--- src/common/dfv_pkg.sv ---
// constants and types for the format, verify and diagnostics command block
// assumes a 100 MHz system clock and one register word per 32-bit bus slot
// What this block does
// - format opcode writes the addressed track
// - entry byte one: good, bad, unassign, assign
// - entry byte two is sector id 1..SECTORS_PER_TRACK
// - missing or invalid entry: sector skipped
// - formatted data fields are all zero
// - SECTORS_PER_TRACK from count, only 512-byte size
// - interrupt when format completes
// - verify reads like read, no host data
// - verify checks active cache segment first; the code tests cache_part_chg_i before it and seeks on a change
// - valid cylinder miss starts disk read
// - invalid cylinder: search other segments, then seek
// - diagnostics code placed in error register
// - self-tests: ROM, registers, RAM patterns
// - master samples passed-diagnostics line
// - slave pulls line low on passing
// - diagnostics run whichever drive selected
// - master drives bus, waits bounded time
// - drive-select bit reads zero afterwards
// - sector count zero means 256
package dfv_pkg;
    // timing
    localparam int unsigned CLK_MHZ       = 100;
    localparam int unsigned DIAG_WAIT_MS  = 5000;
    localparam int unsigned DIAG_WAIT_CYC = DIAG_WAIT_MS * 1000 * CLK_MHZ;
    localparam int unsigned WAIT_W        = 29;
    // register byte offsets
    localparam logic [7:0] OFS_ERROR  = 8'h00;
    localparam logic [7:0] OFS_SECCNT = 8'h04;
    localparam logic [7:0] OFS_SECNUM = 8'h08;
    localparam logic [7:0] OFS_CYL_LO = 8'h0C;
    localparam logic [7:0] OFS_CYL_HI = 8'h10;
    localparam logic [7:0] OFS_SDH    = 8'h14;
    localparam logic [7:0] OFS_CMD    = 8'h18;
    localparam logic [7:0] OFS_TBLIDX = 8'h20;
    localparam logic [7:0] OFS_TBLDAT = 8'h24;
    // opcodes
    localparam logic [7:0] OP_FORMAT = 8'h50;
    localparam logic [7:0] OP_VERIFY = 8'h40;
    localparam logic [7:0] OP_DIAG   = 8'h90;
    // interleave entry flags
    localparam logic [7:0] FLG_GOOD     = 8'h00;
    localparam logic [7:0] FLG_BAD      = 8'h80;
    localparam logic [7:0] FLG_UNASSIGN = 8'h20;
    localparam logic [7:0] FLG_ASSIGN   = 8'h40;
    // error register values
    localparam logic [7:0] DG_OK     = 8'h01;
    localparam logic [7:0] DG_SLAVE  = 8'h80;
    localparam logic [7:0] ERR_ABORT = 8'h04;
    localparam logic [7:0] ERR_UNC   = 8'h40;
    localparam logic [7:0] RST_ERR   = 8'h00;
    localparam logic [7:0] RST_TF    = 8'h00;
    // field positions
    localparam int unsigned SDH_DRV_BIT  = 4;
    localparam int unsigned SDH_SIZE_LSB = 5;
    localparam logic [1:0]  SIZE_512     = 2'b01;
    localparam int unsigned ST_BSY       = 7;
    localparam int unsigned ST_DRDY      = 6;
    localparam int unsigned ST_ERR       = 0;
    localparam logic [7:0]  ZERO_FILL    = 8'h00;
    localparam logic [7:0]  LAST_ENTRY   = 8'hFF;
    localparam int unsigned TBL_DEPTH    = 256;
    localparam logic [1:0]  RESP_OKAY    = 2'b00;
    localparam logic [1:0]  RESP_DECERR  = 2'b11;

    typedef enum logic [1:0] {FK_GOOD, FK_BAD, FK_UNASSIGN, FK_ASSIGN} dfv_kind_t;
endpackage

--- src/logic/dfv_tbl_mem.sv ---
// interleave table store: 256 entries of two bytes each
// assumes writer and reader share the system clock
`timescale 1ns/1ns
module dfv_tbl_mem
    import dfv_pkg::*;
(
    // clock
    input  wire logic        clk_i,
    // write port
    input  wire logic        we_i,
    input  wire logic [7:0]  waddr_i,
    input  wire logic [15:0] wdata_i,
    // read port, data one cycle later
    input  wire logic [7:0]  raddr_i,
    output logic      [15:0] rdata_o
);
    logic [15:0] mem_q [TBL_DEPTH];

    always_ff @(posedge clk_i)
    begin
        if (we_i)
        begin
            mem_q[waddr_i] <= wdata_i;
        end
        rdata_o <= mem_q[raddr_i];
    end
endmodule

--- src/logic/dfv_cmd_core.sv ---
// command engine for format track, read verify and execute diagnostics
// assumes cache, disk, self-test and format sides run on clk_i;
// strap pins and the open-drain diagnostics line are asynchronous
//
// The implementer's own choices: register access over AXI4-Lite and the placing of the registers.
`timescale 1ns/1ns
module dfv_cmd_core
    import dfv_pkg::*;
#(
    parameter int unsigned DIAG_WAIT = dfv_pkg::DIAG_WAIT_CYC
)
(
    // clock and reset
    input  wire logic        clk_i,
    input  wire logic        arst_n_i,
    // axi4-lite slave
    input  wire logic [7:0]  s_axi_awaddr,
    input  wire logic        s_axi_awvalid,
    output logic             s_axi_awready,
    input  wire logic [31:0] s_axi_wdata,
    input  wire logic [3:0]  s_axi_wstrb,
    input  wire logic        s_axi_wvalid,
    output logic             s_axi_wready,
    output logic [1:0]       s_axi_bresp,
    output logic             s_axi_bvalid,
    input  wire logic        s_axi_bready,
    input  wire logic [7:0]  s_axi_araddr,
    input  wire logic        s_axi_arvalid,
    output logic             s_axi_arready,
    output logic [31:0]      s_axi_rdata,
    output logic [1:0]       s_axi_rresp,
    output logic             s_axi_rvalid,
    input  wire logic        s_axi_rready,
    // host interrupt and drive pins
    output logic             intrq_o,
    input  wire logic        master_cfg_i,
    input  wire logic        slave_fitted_i,
    input  wire logic        passed_diag_line_i,
    output logic             passed_diag_line_o,
    output logic             passed_diag_line_oe_n_o,
    // format sector stream
    output logic             fmt_valid_o,
    input  wire logic        fmt_ready_i,
    output logic [7:0]       fmt_sec_id_o,
    output dfv_pkg::dfv_kind_t fmt_kind_o,
    output logic [15:0]      fmt_cyl_o,
    output logic [3:0]       fmt_head_o,
    output logic [7:0]       fmt_fill_o,
    // cache lookup results
    input  wire logic        cache_part_chg_i,
    input  wire logic        cache_act_hit_i,
    input  wire logic        cache_cyl_valid_i,
    input  wire logic        cache_oth_hit_i,
    // seek and disk read
    output logic             seek_req_o,
    input  wire logic        seek_done_i,
    output logic             rd_req_o,
    output logic [8:0]       rd_count_o,
    output logic             rd_no_retry_o,
    input  wire logic        rd_done_i,
    input  wire logic        rd_err_i,
    // self-test engine
    output logic             st_start_o,
    input  wire logic        st_done_i,
    input  wire logic [7:0]  st_code_i
);
    import dfv_pkg::*;

    typedef enum logic [3:0] {
        S_IDLE, S_FMT_RD, S_FMT_CHK, S_FMT_OUT, S_RV_LOOK, S_RV_OTHER,
        S_RV_SEEK, S_RV_READ, S_DG_TEST, S_DG_WAIT, S_DONE
    } dfv_state_t;

    typedef struct packed {
        logic              aw_have;
        logic [7:0]        aw_addr;
        logic              w_have;
        logic [31:0]       w_data;
        logic              w_lane0;
        logic              bvalid;
        logic [1:0]        bresp;
        logic              rvalid;
        logic [31:0]       rdata;
        logic [1:0]        rresp;
        logic [7:0]        err;
        logic [7:0]        seccnt;
        logic [7:0]        secnum;
        logic [7:0]        cyl_lo;
        logic [7:0]        cyl_hi;
        logic [7:0]        drive_head_select_reg;
        logic [7:0]        cmd;
        logic              bsy;
        logic              intrq;
        logic [7:0]        tbl_idx;
        dfv_state_t        st;
        logic [7:0]        idx;
        logic [15:0]       ent;
        logic [WAIT_W-1:0] cnt;
        logic [7:0]        own;
        logic              pd_drive;
        logic              mst_s1;
        logic              mst_s2;
        logic              sfit_s1;
        logic              sfit_s2;
        logic              pd_s1;
        logic              pd_s2;
        logic              st_start;
        logic              rd_req;
        logic              seek_req;
        logic              fmt_valid;
    } dfv_core_t;

    dfv_core_t   q;
    dfv_core_t   d;
    logic        mem_we;
    logic [15:0] mem_rdata;
    logic [8:0]  sectors_per_track;

    function automatic logic f_mapped(input logic [7:0] a);
        return a inside {OFS_ERROR, OFS_SECCNT, OFS_SECNUM, OFS_CYL_LO, OFS_CYL_HI,
                         OFS_SDH, OFS_CMD, OFS_TBLIDX, OFS_TBLDAT};
    endfunction

    function automatic logic f_flag_ok(input logic [7:0] f);
        return f inside {FLG_GOOD, FLG_BAD, FLG_UNASSIGN, FLG_ASSIGN};
    endfunction

    function automatic dfv_kind_t f_kind(input logic [7:0] f);
        unique case (f)
            FLG_BAD:      return FK_BAD;
            FLG_UNASSIGN: return FK_UNASSIGN;
            FLG_ASSIGN:   return FK_ASSIGN;
            default:      return FK_GOOD;
        endcase
    endfunction

    assign sectors_per_track = {(q.seccnt == 8'h00), q.seccnt};

    dfv_tbl_mem u_tbl (
        .clk_i   (clk_i),
        .we_i    (mem_we),
        .waddr_i (q.tbl_idx),
        .wdata_i (q.w_data[15:0]),
        .raddr_i (q.idx),
        .rdata_o (mem_rdata)
    );

    always_comb
    begin
        d          = q;
        mem_we     = 1'b0;
        d.st_start = 1'b0;
        d.rd_req   = 1'b0;
        d.seek_req = 1'b0;
        d.mst_s1   = master_cfg_i;
        d.mst_s2   = q.mst_s1;
        d.sfit_s1  = slave_fitted_i;
        d.sfit_s2  = q.sfit_s1;
        d.pd_s1    = passed_diag_line_i;
        d.pd_s2    = q.pd_s1;
        // bus: address and data taken in either order
        if (s_axi_awvalid && !q.aw_have)
        begin
            d.aw_have = 1'b1;
            d.aw_addr = s_axi_awaddr;
        end
        if (s_axi_wvalid && !q.w_have)
        begin
            d.w_have  = 1'b1;
            d.w_data  = s_axi_wdata;
            d.w_lane0 = s_axi_wstrb[0];
        end
        if (s_axi_bvalid && s_axi_bready)
        begin
            d.bvalid = 1'b0;
        end
        if (q.aw_have && q.w_have && !q.bvalid)
        begin
            d.aw_have = 1'b0;
            d.w_have  = 1'b0;
            d.bvalid  = 1'b1;
            d.bresp   = f_mapped(q.aw_addr) ? RESP_OKAY : RESP_DECERR;
            if (q.w_lane0)
            begin
                unique case (q.aw_addr)
                    OFS_SECCNT: if (!q.bsy) d.seccnt = q.w_data[7:0];
                    OFS_SECNUM: if (!q.bsy) d.secnum = q.w_data[7:0];
                    OFS_CYL_LO: if (!q.bsy) d.cyl_lo = q.w_data[7:0];
                    OFS_CYL_HI: if (!q.bsy) d.cyl_hi = q.w_data[7:0];
                    OFS_SDH:    if (!q.bsy) d.drive_head_select_reg = q.w_data[7:0];
                    OFS_TBLIDX: d.tbl_idx = q.w_data[7:0];
                    OFS_TBLDAT:
                    begin
                        mem_we    = 1'b1;
                        d.tbl_idx = q.tbl_idx + 8'h01;
                    end
                    OFS_CMD:
                    if (!q.bsy && (q.w_data[7:0] == OP_DIAG
                                   || q.drive_head_select_reg[SDH_DRV_BIT] == !q.mst_s2))
                    begin
                        d.cmd   = q.w_data[7:0];
                        d.bsy   = 1'b1;
                        d.intrq = 1'b0;
                        d.err   = RST_ERR;
                        d.idx   = 8'h00;
                        if (q.w_data[7:0] == OP_FORMAT)
                        begin
                            if (q.drive_head_select_reg[SDH_SIZE_LSB +: 2] == SIZE_512)
                                d.st = S_FMT_RD;
                            else
                            begin
                                d.err = ERR_ABORT;
                                d.st  = S_DONE;
                            end
                        end
                        else if (q.w_data[7:1] == OP_VERIFY[7:1])
                            d.st = S_RV_LOOK;
                        else if (q.w_data[7:0] == OP_DIAG)
                        begin
                            d.st_start = 1'b1;
                            d.pd_drive = 1'b0;
                            d.st       = S_DG_TEST;
                        end
                        else
                        begin
                            d.err = ERR_ABORT;
                            d.st  = S_DONE;
                        end
                    end
                    default: ;
                endcase
            end
        end
        // bus reads; status read drops the interrupt
        if (s_axi_rvalid && s_axi_rready)
        begin
            d.rvalid = 1'b0;
        end
        if (s_axi_arvalid && !q.rvalid)
        begin
            d.rvalid = 1'b1;
            d.rresp  = f_mapped(s_axi_araddr) ? RESP_OKAY : RESP_DECERR;
            d.rdata  = 32'h0000_0000;
            unique case (s_axi_araddr)
                OFS_ERROR:  d.rdata[7:0] = q.err;
                OFS_SECCNT: d.rdata[7:0] = q.seccnt;
                OFS_SECNUM: d.rdata[7:0] = q.secnum;
                OFS_CYL_LO: d.rdata[7:0] = q.cyl_lo;
                OFS_CYL_HI: d.rdata[7:0] = q.cyl_hi;
                OFS_SDH:    d.rdata[7:0] = q.drive_head_select_reg;
                OFS_TBLIDX: d.rdata[7:0] = q.tbl_idx;
                OFS_CMD:
                begin
                    d.rdata[ST_BSY]  = q.bsy;
                    d.rdata[ST_DRDY] = !q.bsy;
                    d.rdata[ST_ERR]  = (q.cmd == OP_DIAG) ? (q.err != DG_OK)
                                                          : (q.err != RST_ERR);
                    d.intrq = 1'b0;
                end
                default: ;
            endcase
        end
        // command engine
        unique case (q.st)
            S_IDLE: ;
            // walk the table for the addressed track
            S_FMT_RD: d.st = S_FMT_CHK;
            S_FMT_CHK:
            begin
                if (f_flag_ok(mem_rdata[7:0]) && mem_rdata[15:8] != 8'h00
                    && {1'b0, mem_rdata[15:8]} <= sectors_per_track)
                begin
                    d.ent       = mem_rdata;
                    d.fmt_valid = 1'b1;
                    d.st        = S_FMT_OUT;
                end
                else if (q.idx == LAST_ENTRY)
                    d.st = S_DONE;
                else
                begin
                    d.idx = q.idx + 8'h01;
                    d.st  = S_FMT_RD;
                end
            end
            S_FMT_OUT:
            if (fmt_ready_i)
            begin
                d.fmt_valid = 1'b0;
                d.idx       = q.idx + 8'h01;
                d.st        = (q.idx == LAST_ENTRY) ? S_DONE : S_FMT_RD;
            end
            S_RV_LOOK:
            begin
                if (cache_part_chg_i)
                begin
                    d.seek_req = 1'b1;
                    d.st       = S_RV_SEEK;
                end
                else if (cache_act_hit_i)
                    d.st = S_DONE;
                else if (cache_cyl_valid_i)
                begin
                    d.rd_req = 1'b1;
                    d.st     = S_RV_READ;
                end
                else
                    d.st = S_RV_OTHER;
            end
            S_RV_OTHER:
            if (cache_oth_hit_i)
                d.st = S_DONE;
            else
            begin
                d.seek_req = 1'b1;
                d.st       = S_RV_SEEK;
            end
            S_RV_SEEK:
            if (seek_done_i)
            begin
                d.rd_req = 1'b1;
                d.st     = S_RV_READ;
            end
            // read completes with no host transfer
            S_RV_READ:
            if (rd_done_i)
            begin
                d.err = rd_err_i ? ERR_UNC : RST_ERR;
                d.st  = S_DONE;
            end
            S_DG_TEST:
            if (st_done_i)
            begin
                d.own = st_code_i;
                d.err = st_code_i;
                d.st  = S_DONE;
                if (!q.mst_s2)
                    d.pd_drive = (st_code_i == DG_OK);
                else if (q.sfit_s2)
                begin
                    d.cnt = WAIT_W'(DIAG_WAIT);
                    d.st  = S_DG_WAIT;
                end
            end
            S_DG_WAIT:
            begin
                d.cnt = q.cnt - 1'b1;
                if (!q.pd_s2)
                    d.st = S_DONE;
                else if (q.cnt <= 1)
                begin
                    d.err = {DG_SLAVE[7:4], q.own[3:0]};
                    d.st  = S_DONE;
                end
            end
            S_DONE:
            begin
                d.bsy   = 1'b0;
                d.intrq = 1'b1;
                d.st    = S_IDLE;
                if (q.cmd == OP_DIAG)
                    d.drive_head_select_reg[SDH_DRV_BIT] = 1'b0;
            end
        endcase
    end

    always_ff @(posedge clk_i or negedge arst_n_i)
    begin
        if (!arst_n_i)
        begin
            q        <= '0;
            q.err    <= RST_ERR;
            q.seccnt <= RST_TF;
            q.drive_head_select_reg    <= RST_TF;
            q.cmd    <= RST_TF;
            q.st     <= S_IDLE;
            q.pd_s1  <= 1'b1;
            q.pd_s2  <= 1'b1;
        end
        else
        begin
            q <= d;
        end
    end

    assign s_axi_awready           = !q.aw_have;
    assign s_axi_wready            = !q.w_have;
    assign s_axi_bvalid            = q.bvalid;
    assign s_axi_bresp             = q.bresp;
    assign s_axi_arready           = !q.rvalid;
    assign s_axi_rvalid            = q.rvalid;
    assign s_axi_rdata             = q.rdata;
    assign s_axi_rresp             = q.rresp;
    assign intrq_o                 = q.intrq;
    assign passed_diag_line_o      = 1'b0;
    assign passed_diag_line_oe_n_o = !q.pd_drive;
    assign fmt_valid_o             = q.fmt_valid;
    assign fmt_sec_id_o            = q.ent[15:8];
    assign fmt_kind_o              = f_kind(q.ent[7:0]);
    assign fmt_cyl_o               = {q.cyl_hi, q.cyl_lo};
    assign fmt_head_o              = q.drive_head_select_reg[3:0];
    assign fmt_fill_o              = ZERO_FILL;
    assign seek_req_o              = q.seek_req;
    assign rd_req_o                = q.rd_req;
    assign rd_count_o              = sectors_per_track;
    assign rd_no_retry_o           = q.cmd[0];
    assign st_start_o              = q.st_start;
endmodule

--- config.mk ---
export PLATFORM = sky130hd
export DESIGN_NAME = dfv_cmd_core
export DESIGN_NICKNAME = d
export VERILOG_FILES = /design/src/common/dfv_pkg.sv /design/src/logic/dfv_tbl_mem.sv /design/src/logic/dfv_cmd_core.sv
export SDC_FILE = /design/constraint.sdc
export NUM_CORES = 2
export LEC_CHECK = 0
export BUFFER_PORTS_ARGS = -buffer_cell sky130_fd_sc_hd__buf_4
export CAP_MARGIN = 20
export CORE_MARGIN = 3
export CORE_UTILIZATION = 35
export DETAILED_ROUTE_END_ITERATION = 10
export PLACE_DENSITY = 0.56
export SYNTH_ARGS = -nofsm -noshare
export SYNTH_HDL_FRONTEND = slang
export SYNTH_SLANG_ARGS = --single-unit
--- constraint.sdc ---
create_clock -name clk_i -period 15 [get_ports clk_i]
set_clock_uncertainty 0.2 [all_clocks]
set_input_delay 0 -clock clk_i [delete_from_list [all_inputs] [get_ports clk_i]]
set_output_delay 0 -clock clk_i [all_outputs]
set_load 0.005 [all_outputs]
==> impl_metrics.prom <==
# TYPE chip_impl_metric gauge
chip_impl_info{name="status",value="finished, final reports clean"} 1
chip_impl_metric{name="postSynth.asyncResetShare",unit="%"} 4.127
chip_impl_metric{name="synth_seq_cells",unit=""} 4289
chip_impl_info{name="holdCritPathClass",value="input port to flip-flop"} 1
chip_impl_metric{name="period_needed",unit="ps"} 6300
chip_impl_metric{name="post_synth.cell_area_avg",unit="um^2"} 20.25
chip_impl_metric{name="final.hold.worst_slack",unit="ps"} 73.87
chip_impl_metric{name="grt_pass1_vias",unit=""} 84880
chip_impl_metric{name="post-cts-setup-buffer-count",unit=""} 0
chip_impl_metric{name="max_cap_viol_count",unit=""} 0
chip_impl_info{name="setup.worst_path.class",value="flip-flop to flip-flop"} 1
chip_impl_metric{name="finalHoldViolations",unit=""} 0
chip_impl_metric{name="die_w",unit="um"} 693.7
chip_impl_metric{name="number_of_flops_mapped_to_enable_cells_by_yosys",unit=""} 4096
chip_impl_metric{name="hold_path_cell_cnt",unit=""} 3
chip_impl_info{name="hold_end",value="d[8]"} 1
chip_impl_info{name="worst_r2r_endpoint",value="u_tbl.rdata_o[10]"} 1
chip_impl_metric{name="maxSlewHeadroom",unit="%"} 21.32
chip_impl_metric{name="number_of_top_level_pins",unit=""} 175
chip_impl_metric{name="grt_antenna_before_repair",unit=""} 14
chip_impl_metric{name="synth.yosys.warnings",unit=""} 0
chip_impl_metric{name="worstPathMaxFanout",unit=""} 47
chip_impl_metric{name="max_freq",unit="MHz"} 158.7
chip_impl_info{name="worstSetupStartpointType",value="flip-flop"} 1
chip_impl_metric{name="via_per_inst",unit=""} 5.469
chip_impl_metric{name="drc_errors",unit=""} 0
chip_impl_metric{name="yosys.cell_types.count",unit=""} 71
chip_impl_metric{name="cts_htree_levels",unit=""} 5
chip_impl_metric{name="tritoncts.num_buffers",unit=""} 421
chip_impl_metric{name="cts_hold_buffers",unit=""} 156
chip_impl_metric{name="synth.yosys.seq_area_share",unit="%"} 77.19
chip_impl_metric{name="instance_count_of_the_mapped_netlist",unit=""} 8174
chip_impl_metric{name="postRouteAntennaNets",unit=""} 0
chip_impl_metric{name="peakVddDrop",unit="uV"} 146.3
chip_impl_metric{name="finalWirelength",unit="um"} 434600
chip_impl_metric{name="slew_at_the_pin_closest_to_its_max_slew_limit",unit="ps"} 1171
chip_impl_metric{name="drt-initial-drc-count",unit=""} 9819
chip_impl_metric{name="starting_density_of_the_core",unit="%"} 35.27
chip_impl_metric{name="num-nets-final",unit=""} 8830
chip_impl_metric{name="post-route-util",unit="%"} 40.58
chip_impl_metric{name="cts.reportedPaths.clkPinSlew",unit="ps"} 60
chip_impl_metric{name="clk_path_buf_depth",unit=""} 4
chip_impl_metric{name="pin_count_of_the_biggest_net_entering_global_routing",unit=""} 184
chip_impl_metric{name="dieHeight",unit="um"} 693.7
chip_impl_metric{name="gr-usage-all-layers",unit="%"} 17.64
chip_impl_metric{name="cts.sink_count",unit=""} 4289
chip_impl_metric{name="dp_hpwl",unit="um"} 247900
chip_impl_metric{name="gp_congestion",unit=""} 0.8176
chip_impl_metric{name="crit_required",unit="ps"} 15660
chip_impl_info{name="ys_top_cells_by_area",value="edfxtp_1 74%, mux4_2 10%, mux2i_1 3.7%"} 1
chip_impl_info{name="grt_setup_unrepaired",value="false"} 1
chip_impl_info{name="cts_tree",value="yes"} 1
chip_impl_metric{name="post_route_cells_drive_above_1_share",unit="%"} 22.59
chip_impl_info{name="worst_r2r_startpoint",value="q[65]"} 1
chip_impl_metric{name="post_cts.resized_instances",unit=""} 0
chip_impl_metric{name="grt_first_pass_wirelength",unit="um"} 622400
chip_impl_metric{name="layout-area-overhead-vs-synth",unit="%"} 15.05
chip_impl_metric{name="syn-cell-area",unit="um^2"} 165500
chip_impl_info{name="synth_common_cells",value="4,096 x edfxtp_1, 766 x mux4_2, 617 x mux2i_1"} 1
chip_impl_metric{name="powerDensity",unit="nW/um^2"} 182.4
chip_impl_metric{name="placement.io_buffers",unit=""} 122
chip_impl_metric{name="dieArea",unit="um^2"} 481200
chip_impl_info{name="hold_start",value="master_cfg_i"} 1
chip_impl_info{name="synth_largest_area_cell",value="edfxtp_1"} 1
chip_impl_metric{name="num_vias",unit=""} 83560
chip_impl_metric{name="report.final.setup_viol",unit=""} 0
chip_impl_metric{name="p_leak",unit="uW"} 0.06172
chip_impl_metric{name="final_max_slew_viol_count",unit=""} 0
chip_impl_metric{name="num_rows",unit=""} 251
chip_impl_metric{name="reg2regPathDepth",unit=""} 10
chip_impl_metric{name="grt_remaining_overflow",unit=""} 0
chip_impl_metric{name="route.detailed.wl_per_inst",unit="um"} 28.45
chip_impl_info{name="yosys.cell_count.top_type",value="edfxtp_1"} 1
chip_impl_metric{name="fin_tns_setup",unit="ps"} 0
chip_impl_info{name="worstSetupEndpointType",value="flip-flop"} 1
chip_impl_metric{name="design.core.area",unit="um^2"} 469200
chip_impl_metric{name="first_pass_iters",unit=""} 6
chip_impl_metric{name="synth_top_cell_area_share",unit="%"} 74.32
chip_impl_metric{name="reg2reg_setup_slack",unit="ps"} 8700
chip_impl_metric{name="worst_skew_pair_later_pin_latency",unit="ps"} 950
chip_impl_info{name="ys.flop_type",value="edfxtp_1"} 1
chip_impl_info{name="cts.root.buffer_cell",value="clkbuf_16"} 1
chip_impl_metric{name="final_cycle_utilization_of_the_critical_path",unit="%"} 42.00
chip_impl_metric{name="final.fill_count",unit=""} 41210
chip_impl_metric{name="timing.critical_path.arrival",unit="ps"} 6960
==> worst max-delay path, stage by stage (launching register included) <==
cell and delay [ps]:
dfrtp_4 860, buf_4 670, buf_4 680, buf_4 610, buf_4 690, mux4_2 350
a22o_1 220, nor4_1 110, a21oi_1 910, nand4_1 450, nor3_1 250
==> cell families (layout without fill, tap and decap cells) <==
kind of cell    Yosys count  after routing  synth area share [%]
flops                  4289           4289                 77.19
other cells               1             35              0.002266
fa+ha+maj                16             16                0.1194
xor+xnor                 16             16               0.08467
compound gates          891            891                 3.702
buf+inv                 582           1454                 1.625
simple gates            929            929                 2.668
mux                    1450           1450                 14.61
==> metrics by stage <==
step                      cell area (um^2)  setup slack (ps)  instances  total power (uW)
after global placement              175000              8569      14340             24410
after global routing                190400              8462      15280             36000
final                               190400              8700      15280             34730
after detailed placement            175000              8621      14340             24630
after CTS                           190100              8579      15260             35030
after floorplan                     165600              9162       8206             21500
==> worst max-delay path by stage <==
stage | slack (ps) | endpoint | start
2_1_floorplan | 9160 | q[73] | q[188]
3_3_place_gp | 8570 | u_tbl.rdata_o[13] | q[65]
3_5_place_dp | 8620 | u_tbl.rdata_o[4] | q[65]
4_1_cts | 8580 | u_tbl.rdata_o[4] | q[65]
5_1_grt | 8460 | u_tbl.rdata_o[2] | q[64]
6_report | 8700 | u_tbl.rdata_o[10] | q[65]
==> cell type report <==
type                       count  area, um^2  share of cell area, %
antenna                        2       5.005               0.002628
clock buffer                 517       11170                  5.865
clock inverter               248        2316                  1.216
inverter                      28       105.1                0.05520
multi-input combinational   3335       35460                  18.62
sequential                  4289      127800                  67.13
tap                         6198        7755                  4.073
timing repair buffer         661        5782                  3.036
==> layout by cell type, fill, tap and decap left out, drive strengths merged, types with 130 or more instances in the layout <==
master       synthesis  routed
a21oi              130     130
a22oi              161     161
mux2i              617     617
dlygate4sd3          0     155
edfxtp            4096    4096
o22ai              299     299
clkbuf             294     518
mux4               766     766
nor2               331     331
clkinv               0     186
nand2              154     154
buf                260     504
dfrtp              175     175
nor3               147     147
==> where the power goes <==
| part | leakage [uW] | internal, uW | total [uW] | switching (uW) |
|---|---|---|---|---|
| Sequential | 0.0393 | 15000 | 15700 | 724 |
| Clock | 0.00661 | 5950 | 10400 | 4460 |
| Combinational | 0.0158 | 3130 | 8600 | 5470 |
| Total | 0.0617 | 24100 | 34700 | 10700 |
==> routing by layer <==
layer,global-route usage [%],share of wire [%],up-vias
li1,-,-,34940
met1,24.70,42,44980
met2,28.83,48,2973
met3,2.437,6.2,654
met4,5.050,3.1,6
met5,0.1800,0.034,-
==> sequential cells by signal, summed over array words and instances, names as in the netlist <==
| register | flops |
|---|---|
| fmt_cyl_o | 16 |
| s_axi_rresp | 1 |
| intrq_o | 1 |
| s_axi_rvalid | 1 |
| st_start_o | 1 |
| u_tbl.mem_q | 4096 |
| u_tbl.rdata_o | 16 |
| fmt_head_o | 4 |
| rd_req_o | 1 |
| fmt_valid_o | 1 |
| fmt_sec_id_o | 8 |
| seek_req_o | 1 |
| s_axi_bresp | 1 |
| q | 120 |
| rd_count_o | 8 |
| d | 3 |
| s_axi_bvalid | 1 |
| s_axi_rdata | 8 |
| rd_no_retry_o | 1 |
No activity file was read; power rests on OpenSTA's default activity.
